===== config.mk =====
export PLATFORM = sky130hd
export DESIGN_NAME = lpmc_low_power_ctrl
export DESIGN_NICKNAME = d
export VERILOG_FILES = /design/src/hdl/lpmc_pkg.sv /design/src/hdl/lpmc_wake_if.sv /design/src/hdl/lpmc_wake_timer.sv /design/src/hdl/lpmc_low_power_ctrl.sv
export VERILOG_INCLUDE_DIRS = /design/src /design/src/hdl
export SDC_FILE = /design/constraint.sdc
export NUM_CORES = 1
export LEC_CHECK = 0
export ABC_CLOCK_PERIOD_IN_PS = 3100
export BUFFER_PORTS_ARGS = -buffer_cell sky130_fd_sc_hd__buf_2
export CAP_MARGIN = 15
export CORE_MARGIN = 4
export CORE_UTILIZATION = 58
export DETAILED_ROUTE_END_ITERATION = 12
export PLACE_DENSITY_LB_ADDON = 0.3
export SYNTH_ARGS = -nofsm -noshare
export SYNTH_HDL_FRONTEND = slang
export SYNTH_SLANG_ARGS = --single-unit

===== constraint.sdc =====
create_clock -name clk_i -period 3.1 [get_ports clk_i]
set_input_delay 0.31 -clock clk_i [delete_from_list [all_inputs] [get_ports clk_i]]
set_output_delay 0.31 -clock clk_i [all_outputs]
set_load 0.03 [all_outputs]

===== src/hdl/lpmc_defines.svh =====
`ifndef LPMC_DEFINES_SVH
`define LPMC_DEFINES_SVH

// Processor clocks per slow-oscillator cycle: 125 MHz over 32.768 kHz, rounded.
// Kept as a plain figure because the exact quotient is not a whole number and integer division would give 3814.
`define LPMC_SLOW_DIV 3815
`define LPMC_DIV_W 12
`define LPMC_DIV_LAST 12'hEE6
`define LPMC_DIV_ZERO 12'h000

// Restart delays in slow-oscillator cycles.
`define LPMC_WAKE_SHORT_TICKS 16
`define LPMC_WAKE_LONG_TICKS 4064
`define LPMC_WAKE_W 12
`define LPMC_WAKE_ZERO 12'h000
`define LPMC_WAKE_ONE 12'h001

// Timer counter.
`define LPMC_TMR_W 16
`define LPMC_TMR_RST_VAL 16'hFFFC
`define LPMC_TMR_ZERO 16'h0000
`define LPMC_TMR_ONE 16'h0001

`define LPMC_NUM_DRV 5
`define LPMC_DRV_OFF 5'h00

`endif


===== src/hdl/lpmc_pkg.sv =====
package lpmc_pkg;

  typedef enum logic [1:0] {
    LPMC_ST_RUN = 2'b00,
    LPMC_ST_HALT = 2'b01,
    LPMC_ST_PAUSE = 2'b10,
    LPMC_ST_WAKE = 2'b11
  } lpmc_state_e;

  typedef enum logic [2:0] {
    LPMC_SRC_NONE = 3'b000,
    LPMC_SRC_EXT_PIN = 3'b001,
    LPMC_SRC_RTC = 3'b010,
    LPMC_SRC_TIMER = 3'b011,
    LPMC_SRC_SPI = 3'b100,
    LPMC_SRC_RESET = 3'b101
  } lpmc_src_e;

endpackage


===== src/hdl/lpmc_wake_if.sv =====
`timescale 1ns/1ns
`include "lpmc_defines.svh"

interface lpmc_wake_if;
  logic start;
  logic long_sel;
  logic tick;
  logic done;

  modport ctrl (
    output start,
    output long_sel,
    output tick,
    input done
  );

  modport timer (
    input start,
    input long_sel,
    input tick,
    output done
  );
endinterface


===== src/hdl/lpmc_wake_timer.sv =====
`timescale 1ns/1ns
`include "lpmc_defines.svh"

// Counts slow-oscillator ticks after a wake; done is a one-cycle pulse.
module lpmc_wake_timer #(
  parameter logic [`LPMC_WAKE_W-1:0] SHORT_TICKS = `LPMC_WAKE_W'(`LPMC_WAKE_SHORT_TICKS),
  parameter logic [`LPMC_WAKE_W-1:0] LONG_TICKS = `LPMC_WAKE_W'(`LPMC_WAKE_LONG_TICKS)
)
(
  input wire logic clk_i,
  input wire logic sys_rst_i,
  lpmc_wake_if.timer wk
);

  logic [`LPMC_WAKE_W-1:0] remain_r;
  logic busy_r;
  logic done_r;

  always_ff @(posedge clk_i)
  begin
    if (sys_rst_i)
    begin
      remain_r <= `LPMC_WAKE_ZERO;
      busy_r <= 1'b0;
      done_r <= 1'b0;
    end
    else
    begin
      done_r <= 1'b0;
      if (wk.start)
      begin
        remain_r <= wk.long_sel ? LONG_TICKS : SHORT_TICKS;
        busy_r <= 1'b1;
      end
      else if (busy_r && wk.tick)
      begin
        if (remain_r == `LPMC_WAKE_ONE)
        begin
          busy_r <= 1'b0;
          done_r <= 1'b1;
        end
        remain_r <= remain_r - `LPMC_WAKE_ONE;
      end
    end
  end

  assign wk.done = done_r;

endmodule // lpmc_wake_timer


===== src/hdl/lpmc_low_power_ctrl.sv =====
`timescale 1ns/1ns
`include "lpmc_defines.svh"

// Operation
// - Timer counter holds during halt and resumes from that value after interrupt wake.
// - A reset ending halt loads the timer counter with FFFC hex.
// - Capture edge in halt only arms; flag and value appear after interrupt wake.
// - External reset ending halt discards any armed capture; no flag, no data.
// - Real-time clock runs from 32.768 kHz and keeps running in halt if oscillator kept.
// - With oscillator-stop selected, halt disables the slow oscillator and real-time clock.
// - Halt shuts the serial baud generator; master transfers freeze until halt ends.
// - A reset ending halt clears serial control and status, disabling the port.
// - A serial slave keeps shifting with the external clock during halt.
// - Slave transfer done in halt sets no flag until an external pin wakes.
// - Serial write-collision and mode-fault detection are inactive during halt.
// - Enabled output drivers keep driving throughout halt.
// - Pause stops only CPU execution; clock, timer, serial, real-time clock keep going.
// - Entering pause clears the interrupt mask bit.
// - CPU registers, memory and parallel lines stay frozen during pause.
// - Pause ends on external pins, real-time clock, timer or serial interrupt.
// - Non-reset pause wake resumes prior state; reset wake returns all to reset state.
// - Real-time clock cannot be disabled in pause; timer and serial may be.
// - Halt turns off the processor clock and freezes registers, memory and lines.
// - Entering halt clears the interrupt mask bit, enabling pin and clock wakes.
// - Halt wake waits 16 slow cycles if oscillator ran, else 4064; an external reset wake here always waits the long 4064.
// - Halt ends only on external pins, real-time clock interrupt or external reset.
module lpmc_low_power_ctrl #(
  parameter logic [`LPMC_WAKE_W-1:0] WAKE_LONG_TICKS = `LPMC_WAKE_W'(`LPMC_WAKE_LONG_TICKS)
)
(
  input wire logic clk_i,
  input wire logic sys_rst_i,
  input wire logic halt_req_i,
  input wire logic pause_req_i,
  input wire logic osc_stop_select_i,
  input wire logic ext_reset_n_i,
  input wire logic ext_irq_n_i,
  input wire logic ext_interrupt_a_n_i,
  input wire logic ext_interrupt_b_n_i,
  input wire logic rtc_irq_i,
  input wire logic timer_irq_i,
  input wire logic spi_irq_i,
  input wire logic timer_enable_i,
  input wire logic capture_input_pin_i,
  input wire logic capture_flag_clr_i,
  input wire logic spi_enable_i,
  input wire logic spi_slave_done_i,
  input wire logic spi_flag_clr_i,
  input wire logic [`LPMC_NUM_DRV-1:0] drv_oe_i,
  output logic proc_clk_en_o,
  output logic cpu_hold_o,
  output logic imask_clear_o,
  output logic wake_valid_o,
  output lpmc_pkg::lpmc_src_e wake_src_o,
  output logic slow_osc_run_o,
  output logic rtc_tick_o,
  output logic [`LPMC_TMR_W-1:0] timer_count_o,
  output logic capture_flag_o,
  output logic [`LPMC_TMR_W-1:0] capture_value_o,
  output logic spi_baud_en_o,
  output logic spi_enable_o,
  output logic spi_prot_en_o,
  output logic spi_done_flag_o,
  output logic [`LPMC_NUM_DRV-1:0] drv_oe_o
);

  ////////////////////////////////////////////////////////////////////////////
  // State and wake registration.

  lpmc_pkg::lpmc_state_e state_r;
  lpmc_pkg::lpmc_state_e state_nxt;
  lpmc_pkg::lpmc_src_e src_r;
  logic pin_wake_r;
  logic rtc_wake_r;
  logic tmr_wake_r;
  logic spi_wake_r;
  logic rst_wake_r;
  logic halt_wake;
  logic pause_wake;
  logic halted;
  logic wake_long_r;
  logic cap_prev_r;
  logic cap_edge;
  lpmc_wake_if wk ();

  assign halted = (state_r == lpmc_pkg::LPMC_ST_HALT);

  // Each source is sampled once so a request that drops while the restart
  // decision is made is still seen on the next edge.
  always_ff @(posedge clk_i)
  begin
    if (sys_rst_i)
    begin
      pin_wake_r <= 1'b0;
      rtc_wake_r <= 1'b0;
      tmr_wake_r <= 1'b0;
      spi_wake_r <= 1'b0;
      rst_wake_r <= 1'b0;
    end
    else
    begin
      pin_wake_r <= !ext_irq_n_i || !ext_interrupt_a_n_i || !ext_interrupt_b_n_i;
      rtc_wake_r <= rtc_irq_i;
      tmr_wake_r <= timer_irq_i;
      spi_wake_r <= spi_irq_i;
      rst_wake_r <= !ext_reset_n_i;
    end
  end

  assign halt_wake = pin_wake_r || rtc_wake_r || rst_wake_r;
  assign pause_wake = halt_wake || tmr_wake_r || spi_wake_r;

  always_comb
  begin
    state_nxt = state_r;
    case (state_r)
      lpmc_pkg::LPMC_ST_RUN:
      begin
        if (rst_wake_r)
          state_nxt = lpmc_pkg::LPMC_ST_WAKE;
        else if (halt_req_i)
          state_nxt = lpmc_pkg::LPMC_ST_HALT;
        else if (pause_req_i)
          state_nxt = lpmc_pkg::LPMC_ST_PAUSE;
      end
      lpmc_pkg::LPMC_ST_HALT:
      begin
        if (halt_wake)
          state_nxt = lpmc_pkg::LPMC_ST_WAKE;
      end
      lpmc_pkg::LPMC_ST_PAUSE:
      begin
        if (pause_wake)
          state_nxt = lpmc_pkg::LPMC_ST_RUN;
      end
      lpmc_pkg::LPMC_ST_WAKE:
      begin
        if (wk.done)
          state_nxt = lpmc_pkg::LPMC_ST_RUN;
      end
      default:
        state_nxt = lpmc_pkg::LPMC_ST_RUN;
    endcase
  end

  always_ff @(posedge clk_i)
  begin
    if (sys_rst_i)
      state_r <= lpmc_pkg::LPMC_ST_RUN;
    else
      state_r <= state_nxt;
  end

  // Wake source, reported for vectoring once the CPU is released.
  always_ff @(posedge clk_i)
  begin
    if (sys_rst_i)
      src_r <= lpmc_pkg::LPMC_SRC_NONE;
    else if (state_r != lpmc_pkg::LPMC_ST_WAKE && state_nxt != state_r
             && state_nxt != lpmc_pkg::LPMC_ST_HALT && state_nxt != lpmc_pkg::LPMC_ST_PAUSE)
    begin
      if (rst_wake_r)
        src_r <= lpmc_pkg::LPMC_SRC_RESET;
      else if (pin_wake_r)
        src_r <= lpmc_pkg::LPMC_SRC_EXT_PIN;
      else if (rtc_wake_r)
        src_r <= lpmc_pkg::LPMC_SRC_RTC;
      else if (tmr_wake_r)
        src_r <= lpmc_pkg::LPMC_SRC_TIMER;
      else
        src_r <= lpmc_pkg::LPMC_SRC_SPI;
    end
  end

  always_ff @(posedge clk_i)
  begin
    if (sys_rst_i)
    begin
      wake_valid_o <= 1'b0;
      wake_src_o <= lpmc_pkg::LPMC_SRC_NONE;
      imask_clear_o <= 1'b0;
    end
    else
    begin
      wake_valid_o <= (state_r != lpmc_pkg::LPMC_ST_RUN) && (state_nxt == lpmc_pkg::LPMC_ST_RUN);
      if (state_r == lpmc_pkg::LPMC_ST_PAUSE && state_nxt == lpmc_pkg::LPMC_ST_RUN)
      begin
        if (rst_wake_r)
          wake_src_o <= lpmc_pkg::LPMC_SRC_RESET;
        else if (pin_wake_r)
          wake_src_o <= lpmc_pkg::LPMC_SRC_EXT_PIN;
        else if (rtc_wake_r)
          wake_src_o <= lpmc_pkg::LPMC_SRC_RTC;
        else if (tmr_wake_r)
          wake_src_o <= lpmc_pkg::LPMC_SRC_TIMER;
        else
          wake_src_o <= lpmc_pkg::LPMC_SRC_SPI;
      end
      else if (state_r == lpmc_pkg::LPMC_ST_WAKE && wk.done)
        wake_src_o <= src_r;
      imask_clear_o <= (state_r == lpmc_pkg::LPMC_ST_RUN) && !rst_wake_r
                       && (halt_req_i || pause_req_i);
    end
  end

  // The CPU core freezes its registers, memory and parallel lines while held.
  assign cpu_hold_o = (state_r != lpmc_pkg::LPMC_ST_RUN);
  assign proc_clk_en_o = !halted;

  ////////////////////////////////////////////////////////////////////////////
  // Slow oscillator, real-time clock tick and restart delay.

  logic [`LPMC_DIV_W-1:0] div_r;
  logic osc_run;

  // The oscillator is only stopped by halt with the stop selection; pause
  // never touches it, so the real-time clock cannot be disabled there.
  assign osc_run = !(halted && osc_stop_select_i);

  always_ff @(posedge clk_i)
  begin
    if (sys_rst_i)
    begin
      div_r <= `LPMC_DIV_ZERO;
      rtc_tick_o <= 1'b0;
    end
    else if (!osc_run)
    begin
      div_r <= `LPMC_DIV_ZERO;
      rtc_tick_o <= 1'b0;
    end
    else
    begin
      rtc_tick_o <= (div_r == `LPMC_DIV_LAST);
      div_r <= (div_r == `LPMC_DIV_LAST) ? `LPMC_DIV_ZERO : div_r + 12'h001;
    end
  end

  assign slow_osc_run_o = osc_run;

  // A long restart follows an oscillator stop or an external reset wake from run or halt.
  always_ff @(posedge clk_i)
  begin
    if (sys_rst_i)
      wake_long_r <= 1'b0;
    else if (state_nxt == lpmc_pkg::LPMC_ST_WAKE && state_r != lpmc_pkg::LPMC_ST_WAKE)
      wake_long_r <= rst_wake_r || (halted && osc_stop_select_i);
  end

  assign wk.start = (state_nxt == lpmc_pkg::LPMC_ST_WAKE) && (state_r != lpmc_pkg::LPMC_ST_WAKE);
  assign wk.long_sel = rst_wake_r || (halted && osc_stop_select_i);
  assign wk.tick = rtc_tick_o;

  lpmc_wake_timer #(
    .LONG_TICKS(WAKE_LONG_TICKS)
  ) u_wake_timer (
    .clk_i(clk_i),
    .sys_rst_i(sys_rst_i),
    .wk(wk)
  );

  ////////////////////////////////////////////////////////////////////////////
  // Free-running timer and input capture.

  logic cap_armed_r;
  logic [`LPMC_TMR_W-1:0] cap_armed_val_r;
  logic arm_release;

  always_ff @(posedge clk_i)
  begin
    if (sys_rst_i)
      timer_count_o <= `LPMC_TMR_RST_VAL;
    else if (rst_wake_r)
      timer_count_o <= `LPMC_TMR_RST_VAL;
    else if (!halted && timer_enable_i)
      timer_count_o <= timer_count_o + `LPMC_TMR_ONE;
  end

  always_ff @(posedge clk_i)
  begin
    if (sys_rst_i)
      cap_prev_r <= 1'b0;
    else
      cap_prev_r <= capture_input_pin_i;
  end

  assign cap_edge = capture_input_pin_i && !cap_prev_r;
  // An interrupt wake after an oscillator stop also takes the long delay, so
  // the release keys on the wake source rather than on the delay length.
  assign arm_release = (state_r == lpmc_pkg::LPMC_ST_WAKE) && wk.done
                       && (src_r != lpmc_pkg::LPMC_SRC_RESET);

  // Only the first edge during halt is kept; it becomes visible after an interrupt wake.
  always_ff @(posedge clk_i)
  begin
    if (sys_rst_i || rst_wake_r)
    begin
      cap_armed_r <= 1'b0;
      cap_armed_val_r <= `LPMC_TMR_ZERO;
    end
    else if (halted && cap_edge && !cap_armed_r)
    begin
      cap_armed_r <= 1'b1;
      cap_armed_val_r <= timer_count_o;
    end
    else if (arm_release || state_r == lpmc_pkg::LPMC_ST_RUN)
      cap_armed_r <= 1'b0;
  end

  // Set wins over a clear in the same cycle.
  always_ff @(posedge clk_i)
  begin
    if (sys_rst_i || rst_wake_r)
    begin
      capture_flag_o <= 1'b0;
      capture_value_o <= `LPMC_TMR_ZERO;
    end
    else if (cap_armed_r && arm_release)
    begin
      capture_flag_o <= 1'b1;
      capture_value_o <= cap_armed_val_r;
    end
    else if (!halted && cap_edge)
    begin
      capture_flag_o <= 1'b1;
      capture_value_o <= timer_count_o;
    end
    else if (capture_flag_clr_i)
      capture_flag_o <= 1'b0;
  end

  ////////////////////////////////////////////////////////////////////////////
  // Serial port gating.

  logic spi_pend_r;

  // The baud generator stops in halt, so a master transfer simply stalls
  // and picks up where it was; a slave keeps shifting on the external clock.
  assign spi_baud_en_o = !halted && spi_enable_o;
  assign spi_prot_en_o = !halted && spi_enable_o;

  always_ff @(posedge clk_i)
  begin
    if (sys_rst_i || rst_wake_r)
      spi_enable_o <= 1'b0;
    else
      spi_enable_o <= spi_enable_i;
  end

  always_ff @(posedge clk_i)
  begin
    if (sys_rst_i || rst_wake_r)
      spi_pend_r <= 1'b0;
    else if (halted && spi_slave_done_i)
      spi_pend_r <= 1'b1;
    else if (arm_release && src_r == lpmc_pkg::LPMC_SRC_EXT_PIN)
      spi_pend_r <= 1'b0;
  end

  always_ff @(posedge clk_i)
  begin
    if (sys_rst_i || rst_wake_r)
      spi_done_flag_o <= 1'b0;
    else if (spi_pend_r && arm_release && src_r == lpmc_pkg::LPMC_SRC_EXT_PIN)
      spi_done_flag_o <= 1'b1;
    else if (!halted && spi_slave_done_i)
      spi_done_flag_o <= 1'b1;
    else if (spi_flag_clr_i)
      spi_done_flag_o <= 1'b0;
  end

  ////////////////////////////////////////////////////////////////////////////
  // Output drivers are not touched by either low-power state.

  always_ff @(posedge clk_i)
  begin
    if (sys_rst_i)
      drv_oe_o <= `LPMC_DRV_OFF;
    else
      drv_oe_o <= drv_oe_i;
  end

endmodule // lpmc_low_power_ctrl


==> results.json <==
{
  "ys_seq_elements": 101,
  "syn_nets": 475,
  "leakagePower_nw": 2.02,
  "grt_pass1_vias": 3378,
  "ctsHtreeMaxLevel": 3,
  "pin_count": 74,
  "drive_above_1_share_pct": 19.8,
  "drtIter0Drc": 157,
  "ys_top_cells_by_count": "dfxtp_1, nor2_1, mux2i_1, a211oi_1",
  "antenna_found_initial": 0,
  "dieWidth_um": 94.0,
  "drc": 0,
  "die-area_um2": 8830,
  "drv_cap": 0,
  "antenna_cells": 0,
  "post_cts_resized": 0,
  "crit_family": "simple AND/OR/NAND/NOR gates",
  "hp-class": "in -> reg",
  "total_power_mw": 2.64,
  "clk_pin_slew_worst_paths_ns": 0.08,
  "n_fill_cell": 614,
  "critPathArrivalTime_ns": 1.73,
  "drtAntennaViolNets": 0,
  "placed_area_um2": 4630,
  "vias_per_cell": 5.65,
  "yosys_most_used_dff": "dfxtp_1",
  "crit_end": "spi_baud_en_o",
  "startpoint": "state_r[0]$_SDFF_PP0_",
  "r2r_start": "state_r[0]$_SDFF_PP0_",
  "setup_viol": 0,
  "synth_cells": 447,
  "r2r_cells": 6,
  "drt_pass1_iterations": 4,
  "setup_tns_ns": 0,
  "numCtsBuffers": 9,
  "async_flop_share_pct": 0,
  "yosys.area.top_type": "dfxtp_1",
  "slowest_delay_ns": 0.47,
  "max_slew_margin_pct": 50.0,
  "r2r-end": "cap_armed_val_r[2]$_SDFFE_PP0P_",
  "finalWirelength_um": 9150,
  "path_cells": "nor2b_4, inv_6, and2_1, buf_2",
  "ys_seq_area_share_pct": 47.2,
  "hold_viol_final": 0,
  "postCtsSetupRepairBufs": 0,
  "fin_worst_skew_ns": 0.0143,
  "status": "complete, no violations",
  "synth_top_area_share_pct": 47.2,
  "clockBufferDepth": 2,
  "cp-start-kind": "flip-flop",
  "post_drt_wl_per_cell_um": 15.0,
  "critical_path_buf_inv_count": 2,
  "synthTopCellsByArea": "dfxtp_1, mux2i_1, nor2_1",
  "port-buffer-count": 73,
  "fin_area_um2": 4820,
  "cp.required_ns": 2.79,
  "hpwlAfterDp_um": 6430,
  "yosysMostFrequentCell": "dfxtp_1",
  "clkSinkCount": 101,
  "start_util_pct": 59.4,
  "syn_to_final_growth_pct": 12.5,
  "cp.depth": 4,
  "syn_avg_cell_area_um2": 9.59,
  "crit_slowest_cell": "dfxtp_1",
  "syn-cell-area_um2": 4290,
  "grt_overflow_total": 0,
  "row_count": 31,
  "cts_hold_buffers": 0,
  "multi_input_area_um2": 2070,
  "via_count": 3447,
  "crit_fanout": 10,
  "rsz0062_at_grt": "false",
  "yosysWarnings": 0,
  "worst_slew_pin_slew_ns": 0.750,
  "final_nets": 535,
  "powerDensity_nw_per_um2": 547,
  "period_needed_ns": 2.04,
  "end_kind": "output pin",
  "report.final.slew_viol_count": 0,
  "reg2reg_setup_slack_ns": 1.07,
  "grt_max_degree": 41,
  "synthDistinctLibCells": 53,
  "coreArea_um2": 7210,
  "die_h_um": 94.0,
  "finalWeightedCongestion": 0.859,
  "max_freq_mhz": 489,
  "clk_latency_ns": 0.36,
  "ir_drop_mv": 0.326,
  "crit_type": "reg -> out",
  "cts_tree": "yes",
  "synth-edff-count": 0,
  "cts-root-buf": "clkbuf_8",
  "grt.total_usage_pct": 22.0,
  "seqCellArea_um2": 2020,
  "min_period_over_period_pct": 65.9,
  "grt_pass1_wl_um": 15600
}
==> power by group <==
group	total, mW	leakage (nW)	switching, mW	internal (mW)
clock network	0.818	0.0992	0.428	0.390
logic	0.392	1.09	0.248	0.144
registers	1.43	0.826	0.0595	1.37
==> state kept, by name, summed over array words and instances, names as in the netlist, 2 cells and up <==
name and count:
src_r 3, div_r 12, drv_oe_o 5, u_wake_timer.remain_r 12
capture_value_o 16, state_r 2, wake_src_o 3, timer_count_o 16
cap_armed_val_r 16
==> worst min-delay path by stage <==
| stage | from | to | cells past startpoint |
|---|---|---|---|
| floorplan | ext_reset_n_i | rst_wake_r$_SDFF_PP0_ | 1 |
| global placement | div_r[0]$_SDFF_PP0_ | div_r[0]$_SDFF_PP0_ | 1 |
| detailed placement | div_r[0]$_SDFF_PP0_ | div_r[0]$_SDFF_PP0_ | 1 |
| CTS | ext_reset_n_i | rst_wake_r$_SDFF_PP0_ | 2 |
| global route | ext_reset_n_i | rst_wake_r$_SDFF_PP0_ | 2 |
| finish | ext_reset_n_i | rst_wake_r$_SDFF_PP0_ | 2 |
==> cells in the final DEF (no fill, tap or decap), types with 2 or more instances in the layout <==
| cell | Yosys | final |
|---|---|---|
| a211oi_1 | 22 | 22 |
| nor2_1 | 63 | 63 |
| nand2b_1 | 5 | 5 |
| o21ai_1 | 2 | 2 |
| nand3b_1 | 3 | 3 |
| nand4_1 | 8 | 8 |
| clkbuf_8 | 0 | 10 |
| nor4_1 | 3 | 3 |
| xnor2_1 | 7 | 7 |
| dfxtp_1 | 101 | 101 |
| and3_1 | 9 | 9 |
| a21oi_1 | 16 | 16 |
| a31oi_1 | 8 | 8 |
| mux2i_1 | 34 | 34 |
| a311oi_1 | 2 | 2 |
| nand3_1 | 14 | 14 |
| nor3_1 | 15 | 15 |
| and4_1 | 8 | 8 |
| and2_1 | 5 | 5 |
| buf_4 | 1 | 3 |
| nor2b_1 | 11 | 11 |
| clkinv_2 | 0 | 2 |
| ha_1 | 5 | 5 |
| inv_1 | 5 | 5 |
| nor4_4 | 2 | 2 |
| o21ai_0 | 8 | 8 |
| xor2_1 | 20 | 20 |
| nand4b_1 | 3 | 3 |
| nand2_1 | 20 | 20 |
| buf_2 | 3 | 73 |
==> final cells by class <==
type	instances	area share (%)
repair buffers	76	8.04
inverters	6	0.571
multi-input cells	313	43.0
well taps	99	2.57
clock inverters	4	1.01
flip-flops and latches	101	41.9
clock buffers	11	2.93
==> worst reg2reg max path: stages, from the launching register on <==
cell     delay (ns)
dfxtp_1        0.47
nor2b_4        0.43
inv_6          0.09
nor4b_4        0.27
buf_4          0.33
mux2i_1        0.25
nor2_1         0.06
==> kinds of logic after synthesis <==
family | Yosys count | share of synthesized area (%)
flops | 101 | 47.2
simple gates | 182 | 23.5
buf+inv | 33 | 4.49
mux | 34 | 7.94
compound gates | 65 | 9.92
fa+ha+maj | 5 | 1.46
xor+xnor | 27 | 5.52
==> stage by stage <==
stage          worst slack, ns  hold WS [ns]  std cells  utilization (%)
6_report                  1.06        0.0924        610             66.9
5_1_grt                  0.905        0.0933        610             66.9
4_1_cts                   1.07        0.0818        610             66.9
3_5_place_dp              1.10         0.457        595             64.2
3_3_place_gp              1.21         0.436        595             64.2
2_1_floorplan             1.41         0.377        447                -
==> metal layers <==
| metal | global-route usage [%] | vias to the layer above | wire, µm |
|---|---|---|---|
| li1 | - | 1701 | - |
| met1 | 26.7 | 1616 | 3840 |
| met2 | 38.4 | 118 | 4700 |
| met3 | 3.45 | 12 | 493 |
| met4 | 9.15 | 0 | 116 |
| met5 | 0 | - | 0 |
(Power assumes the default switching activity.)
